`src/mig_cfg.svh`:
```
// Constants of the mode indexed general purpose port block.
// Assumes it is included by the design files, which use the names only.
`ifndef MIG_CFG_SVH
`define MIG_CFG_SVH

// Data memory addresses of the three pin data registers.
`define MIG_ADDR_PORT_A   8'h05
`define MIG_ADDR_PORT_B   8'h06
`define MIG_ADDR_PORT_C   8'h07

// Mode index values that select a control register.
`define MIG_MODE_CMP      8'h08
`define MIG_MODE_WKPND    8'h09
`define MIG_MODE_WKEDGE   8'h0a
`define MIG_MODE_WKEN     8'h0b
`define MIG_MODE_HYST     8'h0c
`define MIG_MODE_LEVEL    8'h0d
`define MIG_MODE_PULLUP   8'h0e
`define MIG_MODE_DIR      8'h0f

// Reset values.
`define MIG_MODE_RESET    8'h0f
`define MIG_CFG_RESET     8'hff
`define MIG_DATA_RESET    8'h00
`define MIG_READ_UNMAPPED 8'h00

// Pin counts of the three ports.
`define MIG_WIDTH_A       4
`define MIG_WIDTH_BC      8
`define MIG_PIN_TOTAL     20

`endif

```
`src/mig_pkg.sv`:
```
// Types shared by the mode indexed general purpose port block.
// Assumes the constants header is included where numbers are needed.
`default_nettype none
package mig_pkg;

    // Port that a port-control move addresses.
    typedef enum logic [1:0] {
        MIG_PORT_A,
        MIG_PORT_B,
        MIG_PORT_C,
        MIG_PORT_NONE
    } mig_port_e;

    // Data memory access from the CPU core.
    typedef struct packed {
        logic       wr;    // Write strobe, one cycle.
        logic       rd;    // Read strobe, one cycle.
        logic [7:0] addr;  // Data memory address.
        logic [7:0] wdata; // Write data.
    } mig_dm_req_s;

    // Port-control move from the working register.
    typedef struct packed {
        logic       move;  // Move strobe, one cycle.
        mig_port_e  port;  // Target port.
        logic [7:0] w;     // Working register value.
    } mig_ctl_req_s;

    // Mode index load.
    typedef struct packed {
        logic       wr;    // Load strobe, one cycle.
        logic [7:0] wdata; // Literal or working register value.
    } mig_mode_req_s;

    // Configuration of one port; bit 0 is the lowest pin.
    typedef struct packed {
        logic [7:0] dir;        // 1 input, 0 output.
        logic [7:0] drive;      // Inverse of dir, the pin output enable.
        logic [7:0] pullup_dis; // 1 pull-up disconnected.
        logic [7:0] thresh;     // 1 TTL, 0 CMOS.
        logic [7:0] hyst_dis;   // 1 Schmitt trigger off.
        logic [7:0] wake_dis;   // 1 wakeup off.
        logic [7:0] wake_edge;  // 1 rising, 0 falling.
    } mig_cfg_s;

endpackage
`default_nettype wire

```
`src/mig_sync.sv`:
```
// Two flip-flop synchroniser for the pin inputs.
// Assumes the inputs are asynchronous pins and the reset is synchronous.
`timescale 1ns/1ps
`default_nettype none
module mig_sync #(
    parameter int WIDTH = 8
) (
    input  wire logic             i_clock,
    input  wire logic             i_rst,
    input  wire logic [WIDTH-1:0] i_async,
    output var  logic [WIDTH-1:0] o_sync
);
    // Both stages live in one state record.
    typedef struct packed {
        logic [WIDTH-1:0] meta; // First stage, read only by the second.
        logic [WIDTH-1:0] safe; // Second stage, the settled level.
    } mig_sync_s;

    mig_sync_s st;      // Registered state.
    mig_sync_s next_st; // Next state.

    // The first stage feeds the second stage and nothing else.
    always_comb begin
        next_st.meta = i_async;
        next_st.safe = st.meta;
    end

    // Registered on every edge, cleared by the synchronous reset.
    always_ff @(posedge i_clock) begin
        if (i_rst) begin
            st <= '0;
        end else begin
            st <= next_st;
        end
    end

    assign o_sync = st.safe;
endmodule
`default_nettype wire

```
`src/mig_port_bank.sv`:
```
// Control registers of one port, written through the mode index.
// Assumes the caller gives a one-cycle write already decoded for this port.
`timescale 1ns/1ps
`default_nettype none
`include "mig_cfg.svh"
module mig_port_bank #(
    parameter int WIDTH    = 8,
    parameter bit HAS_HYST = 1'b1,
    parameter bit HAS_WAKE = 1'b0
) (
    input  wire logic             i_clock,
    input  wire logic             i_rst,
    input  wire logic             i_wr,
    input  wire logic [7:0]       i_mode,
    input  wire logic [7:0]       i_w,
    output var  mig_pkg::mig_cfg_s o_cfg
);
    import mig_pkg::*;

    // Pins that exist; bits above stay at their reset value.
    localparam logic [7:0] PIN_MASK = 8'hff >> (8 - WIDTH);

    mig_cfg_s   st;      // Registered configuration.
    mig_cfg_s   next_st; // Next configuration.
    logic [7:0] val;     // Written value with the unused bits kept high.

    // A move at a mode that this port lacks changes nothing.
    always_comb begin
        val     = (i_w & PIN_MASK) | ~PIN_MASK;
        next_st = st;
        if (i_wr) begin
            case (i_mode)
                `MIG_MODE_DIR: begin
                    next_st.dir   = val;
                    next_st.drive = ~val;
                end
                `MIG_MODE_PULLUP: begin
                    next_st.pullup_dis = val;
                end
                `MIG_MODE_LEVEL: begin
                    next_st.thresh = val;
                end
                `MIG_MODE_HYST: begin
                    if (HAS_HYST) begin
                        next_st.hyst_dis = val;
                    end
                end
                `MIG_MODE_WKEN: begin
                    if (HAS_WAKE) begin
                        next_st.wake_dis = val;
                    end
                end
                `MIG_MODE_WKEDGE: begin
                    if (HAS_WAKE) begin
                        next_st.wake_edge = val;
                    end
                end
                default: begin
                    next_st = st;
                end
            endcase
        end
    end

    // Every control register powers up all ones except drive, which is zero, so every pin is an input.
    always_ff @(posedge i_clock) begin
        if (i_rst) begin
            st       <= '1;
            st.drive <= '0;
        end else begin
            st <= next_st;
        end
    end

    assign o_cfg = st;
endmodule
`default_nettype wire

```
`src/mig_ports.sv`:
```
// Top of the mode indexed general purpose port block: three ports.
// Assumes the CPU core gives one-cycle strobes on the same clock and
// that the wakeup pending and comparator latches live outside.
`timescale 1ns/1ps
`default_nettype none
`include "mig_cfg.svh"
module mig_ports (
    input  wire logic                  I_CLOCK,
    input  wire logic                  I_RST,
    input  wire mig_pkg::mig_dm_req_s  I_DM,
    input  wire mig_pkg::mig_ctl_req_s I_CTL,
    input  wire mig_pkg::mig_mode_req_s I_MODE,
    input  wire logic [7:0]            I_PB_WAKEUP_PENDING,
    input  wire logic [7:0]            I_PB_COMPARATOR_CTL,
    input  wire logic [3:0]            I_PA_PIN,
    input  wire logic [7:0]            I_PB_PIN,
    input  wire logic [7:0]            I_PC_PIN,
    output var  logic [7:0]            O_DM_RDATA,
    output var  logic                  O_DM_RVALID,
    output var  logic [7:0]            O_MODE,
    output var  logic [7:0]            O_XCHG_DATA,
    output var  logic                  O_XCHG_VALID,
    output var  logic [7:0]            O_XCHG_WDATA,
    output var  logic                  O_PB_WAKEUP_PENDING_WR,
    output var  logic                  O_PB_COMPARATOR_CTL_WR,
    output var  logic [3:0]            O_PA_OUT,
    output var  logic [3:0]            O_PA_OE,
    output var  logic [7:0]            O_PB_OUT,
    output var  logic [7:0]            O_PB_OE,
    output var  logic [7:0]            O_PC_OUT,
    output var  logic [7:0]            O_PC_OE,
    output var  mig_pkg::mig_cfg_s     O_PA_CFG,
    output var  mig_pkg::mig_cfg_s     O_PB_CFG,
    output var  mig_pkg::mig_cfg_s     O_PC_CFG
);
    import mig_pkg::*;

    // All state of the top in one record.
    typedef struct packed {
        logic [7:0] mode;     // Mode index.
        logic [3:0] a_out;    // First port output latch.
        logic [7:0] b_out;    // Second port output latch.
        logic [7:0] c_out;    // Third port output latch.
        logic [7:0] rdata;    // Read answer.
        logic       rvalid;   // Read answer strobe.
        logic [7:0] xchg;     // Contents returned by an exchange.
        logic       xvalid;   // Exchange strobe.
        logic [7:0] xwdata;   // Working value handed to the latch.
        logic       wkpnd_wr; // Pending latch takes xwdata.
        logic       cmp_wr;   // Comparator latch takes xwdata.
    } mig_top_s;

    mig_top_s   st;       // Registered state.
    mig_top_s   next_st;  // Next state.
    logic [19:0] pins;    // Settled pin levels, A low then B then C.
    logic       wr_a;     // Control move aimed at the first port.
    logic       wr_b;     // Control move aimed at the second port.
    logic       wr_c;     // Control move aimed at the third port.
    mig_cfg_s   cfg_a;    // First port configuration.
    mig_cfg_s   cfg_b;    // Second port configuration.
    mig_cfg_s   cfg_c;    // Third port configuration.

    // Pins are asynchronous, so they settle through two stages first.
    // The two cycles of delay are why a read right after a write may
    // still show the old level.
    mig_sync #(
        .WIDTH (`MIG_PIN_TOTAL)
    ) u_sync (
        .i_clock (I_CLOCK),
        .i_rst   (I_RST),
        .i_async ({I_PC_PIN, I_PB_PIN, I_PA_PIN}),
        .o_sync  (pins)
    );

    // The move is steered by port; each bank decodes the mode itself.
    // A move with no port named reaches no bank and so writes nothing.
    always_comb begin
        wr_a = I_CTL.move && (I_CTL.port == MIG_PORT_A);
        wr_b = I_CTL.move && (I_CTL.port == MIG_PORT_B);
        wr_c = I_CTL.move && (I_CTL.port == MIG_PORT_C);
    end

    // First port: four pins, no Schmitt trigger, no wakeup.
    mig_port_bank #(
        .WIDTH    (`MIG_WIDTH_A),
        .HAS_HYST (1'b0),
        .HAS_WAKE (1'b0)
    ) u_bank_a (
        .i_clock (I_CLOCK),
        .i_rst   (I_RST),
        .i_wr    (wr_a),
        .i_mode  (st.mode),
        .i_w     (I_CTL.w),
        .o_cfg   (cfg_a)
    );

    // Second port: eight pins, Schmitt trigger and wakeup.
    mig_port_bank #(
        .WIDTH    (`MIG_WIDTH_BC),
        .HAS_HYST (1'b1),
        .HAS_WAKE (1'b1)
    ) u_bank_b (
        .i_clock (I_CLOCK),
        .i_rst   (I_RST),
        .i_wr    (wr_b),
        .i_mode  (st.mode),
        .i_w     (I_CTL.w),
        .o_cfg   (cfg_b)
    );

    // Third port: eight pins, Schmitt trigger, no wakeup.
    mig_port_bank #(
        .WIDTH    (`MIG_WIDTH_BC),
        .HAS_HYST (1'b1),
        .HAS_WAKE (1'b0)
    ) u_bank_c (
        .i_clock (I_CLOCK),
        .i_rst   (I_RST),
        .i_wr    (wr_c),
        .i_mode  (st.mode),
        .i_w     (I_CTL.w),
        .o_cfg   (cfg_c)
    );

    // Next state of the data latches, the mode index and the answers.
    always_comb begin
        next_st          = st;
        next_st.rvalid   = 1'b0;
        next_st.xvalid   = 1'b0;
        next_st.wkpnd_wr = 1'b0;
        next_st.cmp_wr   = 1'b0;

        // The mode index changes only on its own load strobe.
        // Reserved values are kept as given; the banks then ignore moves.
        if (I_MODE.wr) begin
            next_st.mode = I_MODE.wdata;
        end

        // Data writes land in the latch whatever the direction; an
        // input pin simply does not show it until it turns output.
        if (I_DM.wr) begin
            case (I_DM.addr)
                `MIG_ADDR_PORT_A: begin
                    next_st.a_out = I_DM.wdata[3:0];
                end
                `MIG_ADDR_PORT_B: begin
                    next_st.b_out = I_DM.wdata;
                end
                `MIG_ADDR_PORT_C: begin
                    next_st.c_out = I_DM.wdata;
                end
                default: begin
                    next_st.c_out = st.c_out; // Not ours.
                end
            endcase
        end

        // Reads show the pins, never the latch; the upper nibble of the
        // first port reads zero.
        if (I_DM.rd) begin
            next_st.rvalid = 1'b1;
            case (I_DM.addr)
                `MIG_ADDR_PORT_A: begin
                    next_st.rdata = {4'h0, pins[3:0]};
                end
                `MIG_ADDR_PORT_B: begin
                    next_st.rdata = pins[11:4];
                end
                `MIG_ADDR_PORT_C: begin
                    next_st.rdata = pins[19:12];
                end
                default: begin
                    next_st.rdata = `MIG_READ_UNMAPPED;
                end
            endcase
        end

        // Second port at the pending or comparator index: hand back the
        // latch contents and pass the working value out to be stored.
        if (wr_b && st.mode == `MIG_MODE_WKPND) begin
            next_st.xvalid   = 1'b1;
            next_st.xchg     = I_PB_WAKEUP_PENDING;
            next_st.xwdata   = I_CTL.w;
            next_st.wkpnd_wr = 1'b1;
        end else if (wr_b && st.mode == `MIG_MODE_CMP) begin
            next_st.xvalid = 1'b1;
            next_st.xchg   = I_PB_COMPARATOR_CTL;
            next_st.xwdata = I_CTL.w;
            next_st.cmp_wr = 1'b1;
        end
    end

    // Registered every edge; the mode index powers up at the direction
    // registers so that the first moves set directions.
    always_ff @(posedge I_CLOCK) begin
        if (I_RST) begin
            st       <= '0;
            st.mode  <= `MIG_MODE_RESET;
            // The first port latch has four bits, so the reset byte is cut.
            st.a_out <= 4'(`MIG_DATA_RESET);
            st.b_out <= `MIG_DATA_RESET;
            st.c_out <= `MIG_DATA_RESET;
        end else begin
            st <= next_st;
        end
    end

    // Outputs straight from flip-flops of this module or of a bank.
    assign O_DM_RDATA             = st.rdata;
    assign O_DM_RVALID            = st.rvalid;
    assign O_MODE                 = st.mode;
    assign O_XCHG_DATA            = st.xchg;
    assign O_XCHG_VALID           = st.xvalid;
    assign O_XCHG_WDATA           = st.xwdata;
    assign O_PB_WAKEUP_PENDING_WR = st.wkpnd_wr;
    assign O_PB_COMPARATOR_CTL_WR = st.cmp_wr;
    assign O_PA_OUT               = st.a_out;
    assign O_PB_OUT               = st.b_out;
    assign O_PC_OUT               = st.c_out;
    assign O_PA_OE                = cfg_a.drive[3:0];
    assign O_PB_OE                = cfg_b.drive;
    assign O_PC_OE                = cfg_c.drive;
    assign O_PA_CFG               = cfg_a;
    assign O_PB_CFG               = cfg_b;
    assign O_PC_CFG               = cfg_c;
endmodule
`default_nettype wire

```
`config.mk`:
```
export PLATFORM = sky130hd
export DESIGN_NAME = mig_ports
export DESIGN_NICKNAME = d
export VERILOG_FILES = /design/src/mig_pkg.sv /design/src/mig_sync.sv /design/src/mig_port_bank.sv /design/src/mig_ports.sv
export VERILOG_INCLUDE_DIRS = /design/src
export SDC_FILE = /design/constraint.sdc
export NUM_CORES = 1
export LEC_CHECK = 0
export BUFFER_PORTS_ARGS = -buffer_cell sky130_fd_sc_hd__clkbuf_2
export CAP_MARGIN = 5
export CORE_UTILIZATION = 49
export CTS_CLUSTER_DIAMETER = 40
export DETAILED_ROUTE_END_ITERATION = 7
export MAX_ROUTING_LAYER = met4
export PLACE_DENSITY_LB_ADDON = 0.1
export SYNTH_ARGS = -nofsm -noshare
export SYNTH_HDL_FRONTEND = slang
export SYNTH_HIERARCHICAL = 1
export SYNTH_SLANG_ARGS = --single-unit
```
`constraint.sdc`:
```
create_clock -name I_CLOCK -period 2.5 [get_ports I_CLOCK]
set_input_delay 0.125 -clock I_CLOCK [delete_from_list [all_inputs] [get_ports I_CLOCK]]
set_output_delay 0.125 -clock I_CLOCK [all_outputs]
set_load 0.005 [all_outputs]
```
==> results of run 1 <==
placed cells by master, fill, tap and decap left out, types with 5 or more instances in the layout:
cell / instances
a211oi_1: 8
a221o_1: 6
a221oi_1: 10
a311oi_1: 7
a31o_2: 6
a31oi_1: 12
and3_1: 9
buf_4: 12
clkbuf_16: 29
clkbuf_2: 262
clkinvlp_4: 5
conb_1: 56
dfxtp_1: 207
dlygate4sd3_1: 52
inv_1: 16
mux2_2: 17
mux2i_1: 117
nand2_1: 34
nand2b_1: 9
nand4_1: 10
nor2_1: 109
nor2b_1: 25
nor2b_2: 30
o31a_1: 5
cell type report:
cell class | instances | share of cell area
sequential | 208 | 0.374
multi-input combinational | 525 | 0.333
timing repair buffer | 329 | 0.177
clock buffer | 34 | 0.0686
tap | 220 | 0.0247
clock inverter | 18 | 0.0166
inverter | 17 | 0.00573
cells by family (layout without fill, tap and decap cells):
| group | count (synthesis) | in the layout | share of synthesized area |
|---|---|---|---|
| and+or+nand+nor | 269 | 269 | 0.191 |
| DFF | 208 | 208 | 0.486 |
| buffers and inverters | 142 | 398 | 0.103 |
| muxes | 134 | 134 | 0.159 |
| AOI/OAI and AO/OA | 66 | 66 | 0.0595 |
| other | 3 | 56 | 0.00131 |
through the flow:
step | cells | total power [mW] | instance area [um2] | hold WS (ns)
2_1_floorplan | 875 | 3.84 | 8760 | 0.253
3_3_place_gp | 1247 | 3.96 | 9670 | 0.337
3_5_place_dp | 1247 | 3.96 | 9670 | 0.337
4_1_cts | 1351 | 7.99 | 11100 | 0.0000919
5_1_grt | 1351 | 8.19 | 11100 | 0.00558
6_report | 1351 | 7.93 | 11100 | -0.00161
worst max-delay path: stages (launching register included):
cell     delay, ns
dfxtp_1       0.45
nor4b_2       0.55
nand3_1       0.48
a221o_1       0.48
path summary, 6_finish.rpt:
kind / from / endpoint / slack [ns] / cells past startpoint
max: O_MODE[4] / u_bank_b/o_cfg[50] / 0.43 / 3
min: I_CTL[1] / O_XCHG_WDATA[1] / -0.002 / 2
max reg2reg: O_MODE[4] / u_bank_b/o_cfg[50] / 0.43 / 3
min reg2reg: u_sync/next_st[17] / u_sync/o_sync[17] / 0.42 / 1
routing by layer:
layer | wire length [um] | up-vias | GRT usage
met3 | 1430 | 47 | 0.0518
met4 | 697 | 0 | 0.0780
met1 | 9790 | 3164 | 0.302
met5 | 0 | - | -
li1 | - | 3270 | -
met2 | 10400 | 266 | 0.398
power groups by stage:
stage | Combinational [mW] | Clock [mW] | Sequential [mW]
floorplan | 0.357 | 0 | 3.48
global placement | 0.467 | 0 | 3.49
detailed placement | 0.468 | 0 | 3.49
CTS | 0.539 | 4.03 | 3.42
global route | 0.589 | 4.17 | 3.43
finish | 0.543 | 3.97 | 3.42
sequential cells by signal, summed over array words and instances, names as in the netlist, 4 cells and up:
name / cells
O_DM_RDATA: 8
u_sync/next_st: 20
O_MODE: 8
O_PA_OUT: 4
u_sync/o_sync: 20
u_bank_a/o_cfg: 16
O_PC_OUT: 8
u_bank_b/o_cfg: 56
O_XCHG_WDATA: 8
O_XCHG_DATA: 8
O_PB_OUT: 8
u_bank_c/o_cfg: 40
==> summary.md, run 1 <==
| Metric | Value |
|---|---|
| Status | complete, but fails checks |
| Failing checks | negative hold slack |
| First-pass GRT wire length | 33.7 mm |
| Cell taking the most area after synthesis | dfxtp_1 |
| Worst Setup End Kind | flip-flop |
| Final Hold Fails | 1 |
| Max Root-Sink Buffers | 3 |
| Die area | 0.0180 mm2 |
| Num rows | 47 |
| Share of the synthesized area in the top cell type | 0.486 |
| Synth unique cells | 55 |
| Core area | 0.0168 mm2 |
| Worst setup margin | 0.425 ns |
| Setup_tns | 0 ns |
| CTS Root Cell | clkbuf_16 |
| Commonest cells in the netlist | 208 x dfxtp_1, 117 x mux2i_1, 109 x nor2_1 |
| Max-cap violations | 0 |
| FILL cells | 1,410 |
| DP Wirelength | 15.2 mm |
| Synthesized instance count | 822 |
| Top FF cell, synth | dfxtp_1 |
| Hold WS | -0.00161 ns |
| Tot GR Track Use | 0.245 |
| Hold buffer count at CTS | 52 |
| Share of cells above drive strength 1 | 0.354 |
| Core Util, Final | 0.663 |
| Crit path DAT | 2.49 ns |
| PortBufs | 263 |
| TritonCTS Buffers | 29 |
| Post-synth EDFFs | 0 |
| Setup WS pre-CTS | 0.462 ns |
| H-tree levels | 1 |
| Syn_area_per_cell | 10.4 um2 |
| Clock tree sinks | 208 |
| Die W | 134 um |
| DRC viols | 0 |
| Setup Skew | 0.0178 ns |
| Worst-Margin Slew | 0.719 ns |
| Pleak | 5.12 nW |
| Pre-antenna DRT Iters | 4 |
| Initial DRC Count | 268 |
| CTS tree | yes |
| Crit path max fanout | 13 |
| Fin. max-slew vios | 0 |
| Synth Cell Area | 0.00857 mm2 |
| Setup violations, final | 0 |
| Reg area | 0.00417 mm2 |
| Max VDD drop | 0.595 mV |
| Tcrit/Tclk final | 0.830 |
| Antenna violations before repair | 0 |
| Vias | 6,747 |
| FMAX | 482 MHz |
| Clock power frac | 0.500 |
| Residual overflow from global routing | 0 |
| Yosys warns | 6 |
| Internal | 6.04 mW |
| Post-route ant nets | 0 |
| Critical Path RT | 2.91 ns |
| RSZ-0062 raised after global routing | no |
| Combinational fraction of design power | 0.068 |
| Vias/cell | 4.99 |
| Largest net degree at the start of global routing | 96 |
| Startpoint Class | flip-flop |
| Sequential share of power | 0.431 |
| Area growth, synth to finish | 30.1% |
| Kind of critical path | flip-flop to flip-flop |
| Most common cell in the netlist | dfxtp_1 |
| Cells taking the most area after synthesis | dfxtp_1 49%, mux2i_1 14%, buf_4 6.8% |
| Setup bufs post-CTS | 0 |
| Routed Wire Length | 22.3 mm |
| P_sw | 1.90 mW |
| Slew margin rel. | 0.517 |
| Height of the die | 134 um |
| Switching share of power | 0.239 |
| Count of state elements after synthesis | 208 |
| Multi-input gate area | 0.00372 mm2 |
| Register area share after synthesis | 0.486 |
| Clk slew on worst S/H paths | 0.06 ns |
| Vias in the first global route | 6,283 |
| Hold crit path type | input pin to flip-flop |
| Nets@finish | 1,186 |
| Drt wl/cell | 16.5 um |
| Routability cong. | 0.757 |
| Post-route minimum period | 2.07 ns |
| Post-synth ARST share | 0 |
| # diodes | 0 |
| Pwr Density | 712 mW/mm2 |
| I/O Pins | 320 |
| Clock Latency Late Sink | 0.53 ns |
| CTS resizes | 0 |
| Initial Util | 0.509 |
(Power assumes the default switching activity.)
==> inputs of run 2 (changes only) <==
==> constraint.sdc (replaced) <==
create_clock -name I_CLOCK -period 2.1 [get_ports I_CLOCK]
set_input_delay 0.105 -clock I_CLOCK [delete_from_list [all_inputs] [get_ports I_CLOCK]]
set_output_delay 0.105 -clock I_CLOCK [all_outputs]
set_load 0.005 [all_outputs]
==> run 2 against run 1 <==
The run now ends clean. Clock skew decreased by 0.0062 ns. Sequential cell count unchanged. Total power increased by 24%. Register-to-register slack got worse by 0.27 ns. Global-route usage increased by 1.0 points. Combinational power increased by 27%. Sequential power increased by 19%. Clock-buffer cell count unchanged. Hold slack improved by 0.015 ns. Cell area increased by 2.2%. Core utilization increased by 1.4 points. Largest power group unchanged.
==> summary.md, run 2 (same netlist as run 1, synthesis figures left out) <==
| Metric | Value |
|---|---|
| Clk slew on worst S/H paths | 0.06 ns |
| Setup bufs post-CTS | 0 |
| CTS tree | yes |
| DRC viols | 0 |
| Startpoint Class | flip-flop |
| Pleak | 5.26 nW |
| Height of the die | 134 um |
| I/O Pins | 320 |
| Tcrit/Tclk final | 0.925 |
| Overall Power | 9.84 mW |
| PortBufs | 263 |
| Residual overflow from global routing | 0 |
| Nets@finish | 1,205 |
| Core area | 0.0168 mm2 |
| Crit path cell chain | nor4b_2, nand3_1, a221o_1 |
| Share of cells above drive strength 1 | 0.360 |
| Pre-antenna DRT Iters | 4 |
| TritonCTS Buffers | 28 |
| Crit path max fanout | 13 |
| Max Root-Sink Buffers | 3 |
| Tot GR Track Use | 0.255 |
| FILL cells | 1,327 |
| Max-cap violations | 0 |
| Die area | 0.0180 mm2 |
| Setup_tns | 0 ns |
| Initial DRC Count | 283 |
| CP max stage cell | a221o_1 |
| RSZ-0062 raised after global routing | no |
| Post-route minimum period | 1.94 ns |
| Fin. max-slew vios | 0 |
| Antenna violations before repair | 0 |
| Drt wl/cell | 16.6 um |
| Clock Latency Late Sink | 0.52 ns |
| Reg area | 0.00417 mm2 |
| Area growth, synth to finish | 32.9% |
| DP Wirelength | 15.6 mm |
| Critical Path RT | 2.51 ns |
| H-tree levels | 1 |
| Status | complete, no violations |
| Max reg flops | 56 |
| Core Util, Final | 0.677 |
| Worst Setup End Kind | flip-flop |
| Largest stage delay on the critical path | 0.48 ns |
| Setup Skew | 0.0116 ns |
| Pwr Density | 864 mW/mm2 |
| Hold crit path type | input pin to flip-flop |
| Most frequent cells in the layout | 262 x clkbuf_2, 207 x dfxtp_1, 117 x mux2i_1 |
| Num rows | 47 |
| First-pass GRT wire length | 35.1 mm |
| Crit path DAT | 2.35 ns |
| Vias in the first global route | 6,579 |
| Commonest non-fill, non-tap cell in the layout | clkbuf_2 |
| Routed Wire Length | 22.8 mm |
| Vias/cell | 5.00 |
| CTS Root Cell | clkbuf_16 |
| Multi-input gate area | 0.00372 mm2 |
| Clock tree sinks | 208 |
| FMAX | 515 MHz |
| Placed cell count | 1,261 |
| # diodes | 0 |
| Die W | 134 um |
| Setup violations, final | 0 |
| Routability cong. | 0.785 |
| Largest net degree at the start of global routing | 48 |
| Initial Util | 0.509 |
| Worst-Margin Slew | 0.534 ns |
| Non-Filler Instances | 1,370 |
| Post-route ant nets | 0 |
| Slew margin rel. | 0.639 |
| CTS resizes | 0 |
| Final Hold Fails | 0 |
| Max VDD drop | 0.656 mV |
| Kind of critical path | flip-flop to flip-flop |
| Vias | 6,845 |
==> run 2: cell types whose count changed in the layout (fill, tap and decap cells not counted), sizes merged <==
cell,delta
buf,+14
inv,+2
clkinv,-4
dlygate4sd3,+6
clkinvlp,-2
bufinv,+3
==> run 2: per-stage QoR <==
step | area (um2) | hold slack, ns | setup WS (ns)
3_5_place_dp | 9780 | 0.316 | 0.219
5_1_grt | 11400 | 0.0156 | 0.0197
4_1_cts | 11400 | 0.00617 | 0.207
2_1_floorplan | 8760 | 0.233 | 0.264
3_3_place_gp | 9780 | 0.316 | 0.269
6_report | 11400 | 0.0138 | 0.158
==> run 2: power by group <==
group / total [mW] / internal (mW) / switching [mW]
clock network: 5.09 / 3.27 / 1.81
logic: 0.688 / 0.313 / 0.375
registers: 4.07 / 4.02 / 0.0505
==> run 2: layout make-up <==
cell class / instances / share of cell area
Clock buffer: 34 / 0.0680
Tap cell: 220 / 0.0242
Clock inverter: 17 / 0.0220
Inverter: 17 / 0.00561
Sequential cell: 208 / 0.366
Timing Repair Buffer: 349 / 0.188
Multi-Input combinational cell: 525 / 0.326
==> run 2: repair_timing <==
action	4_1_cts	5_1_grt
hold buffers	58	0
hold endpoints to repair	63	0
endpoints found under the setup margin	0	0
==> run 2: critical path: cells and delay by family, from the launching register on <==
family | cells | cell delay, ns
flip-flops | 1 | 0.46
AND/OR/NAND/NOR | 2 | 0.89
AO/OA/AOI/OAI | 1 | 0.48
==> run 2: routing by layer <==
| layer | up-vias | GRT usage | share of wire |
|---|---|---|---|
| met4 | 0 | 0.0868 | 0.024 |
| met3 | 45 | 0.0518 | 0.077 |
| met1 | 3207 | 0.312 | 0.42 |
| li1 | 3311 | - | - |
| met2 | 282 | 0.417 | 0.48 |
| met5 | - | - | 0 |
==> run 2: path summary, 6_finish.rpt <==
path / from / endpoint / slack (ns) / cells after the start
setup / recovery: O_MODE[4] / u_bank_b/o_cfg[51] / 0.16 / 3
hold / removal: I_CTL[1] / O_XCHG_WDATA[1] / 0.01 / 2
setup reg to reg: O_MODE[4] / u_bank_b/o_cfg[51] / 0.16 / 3
hold reg to reg: u_sync/next_st[17] / u_sync/o_sync[17] / 0.43 / 1
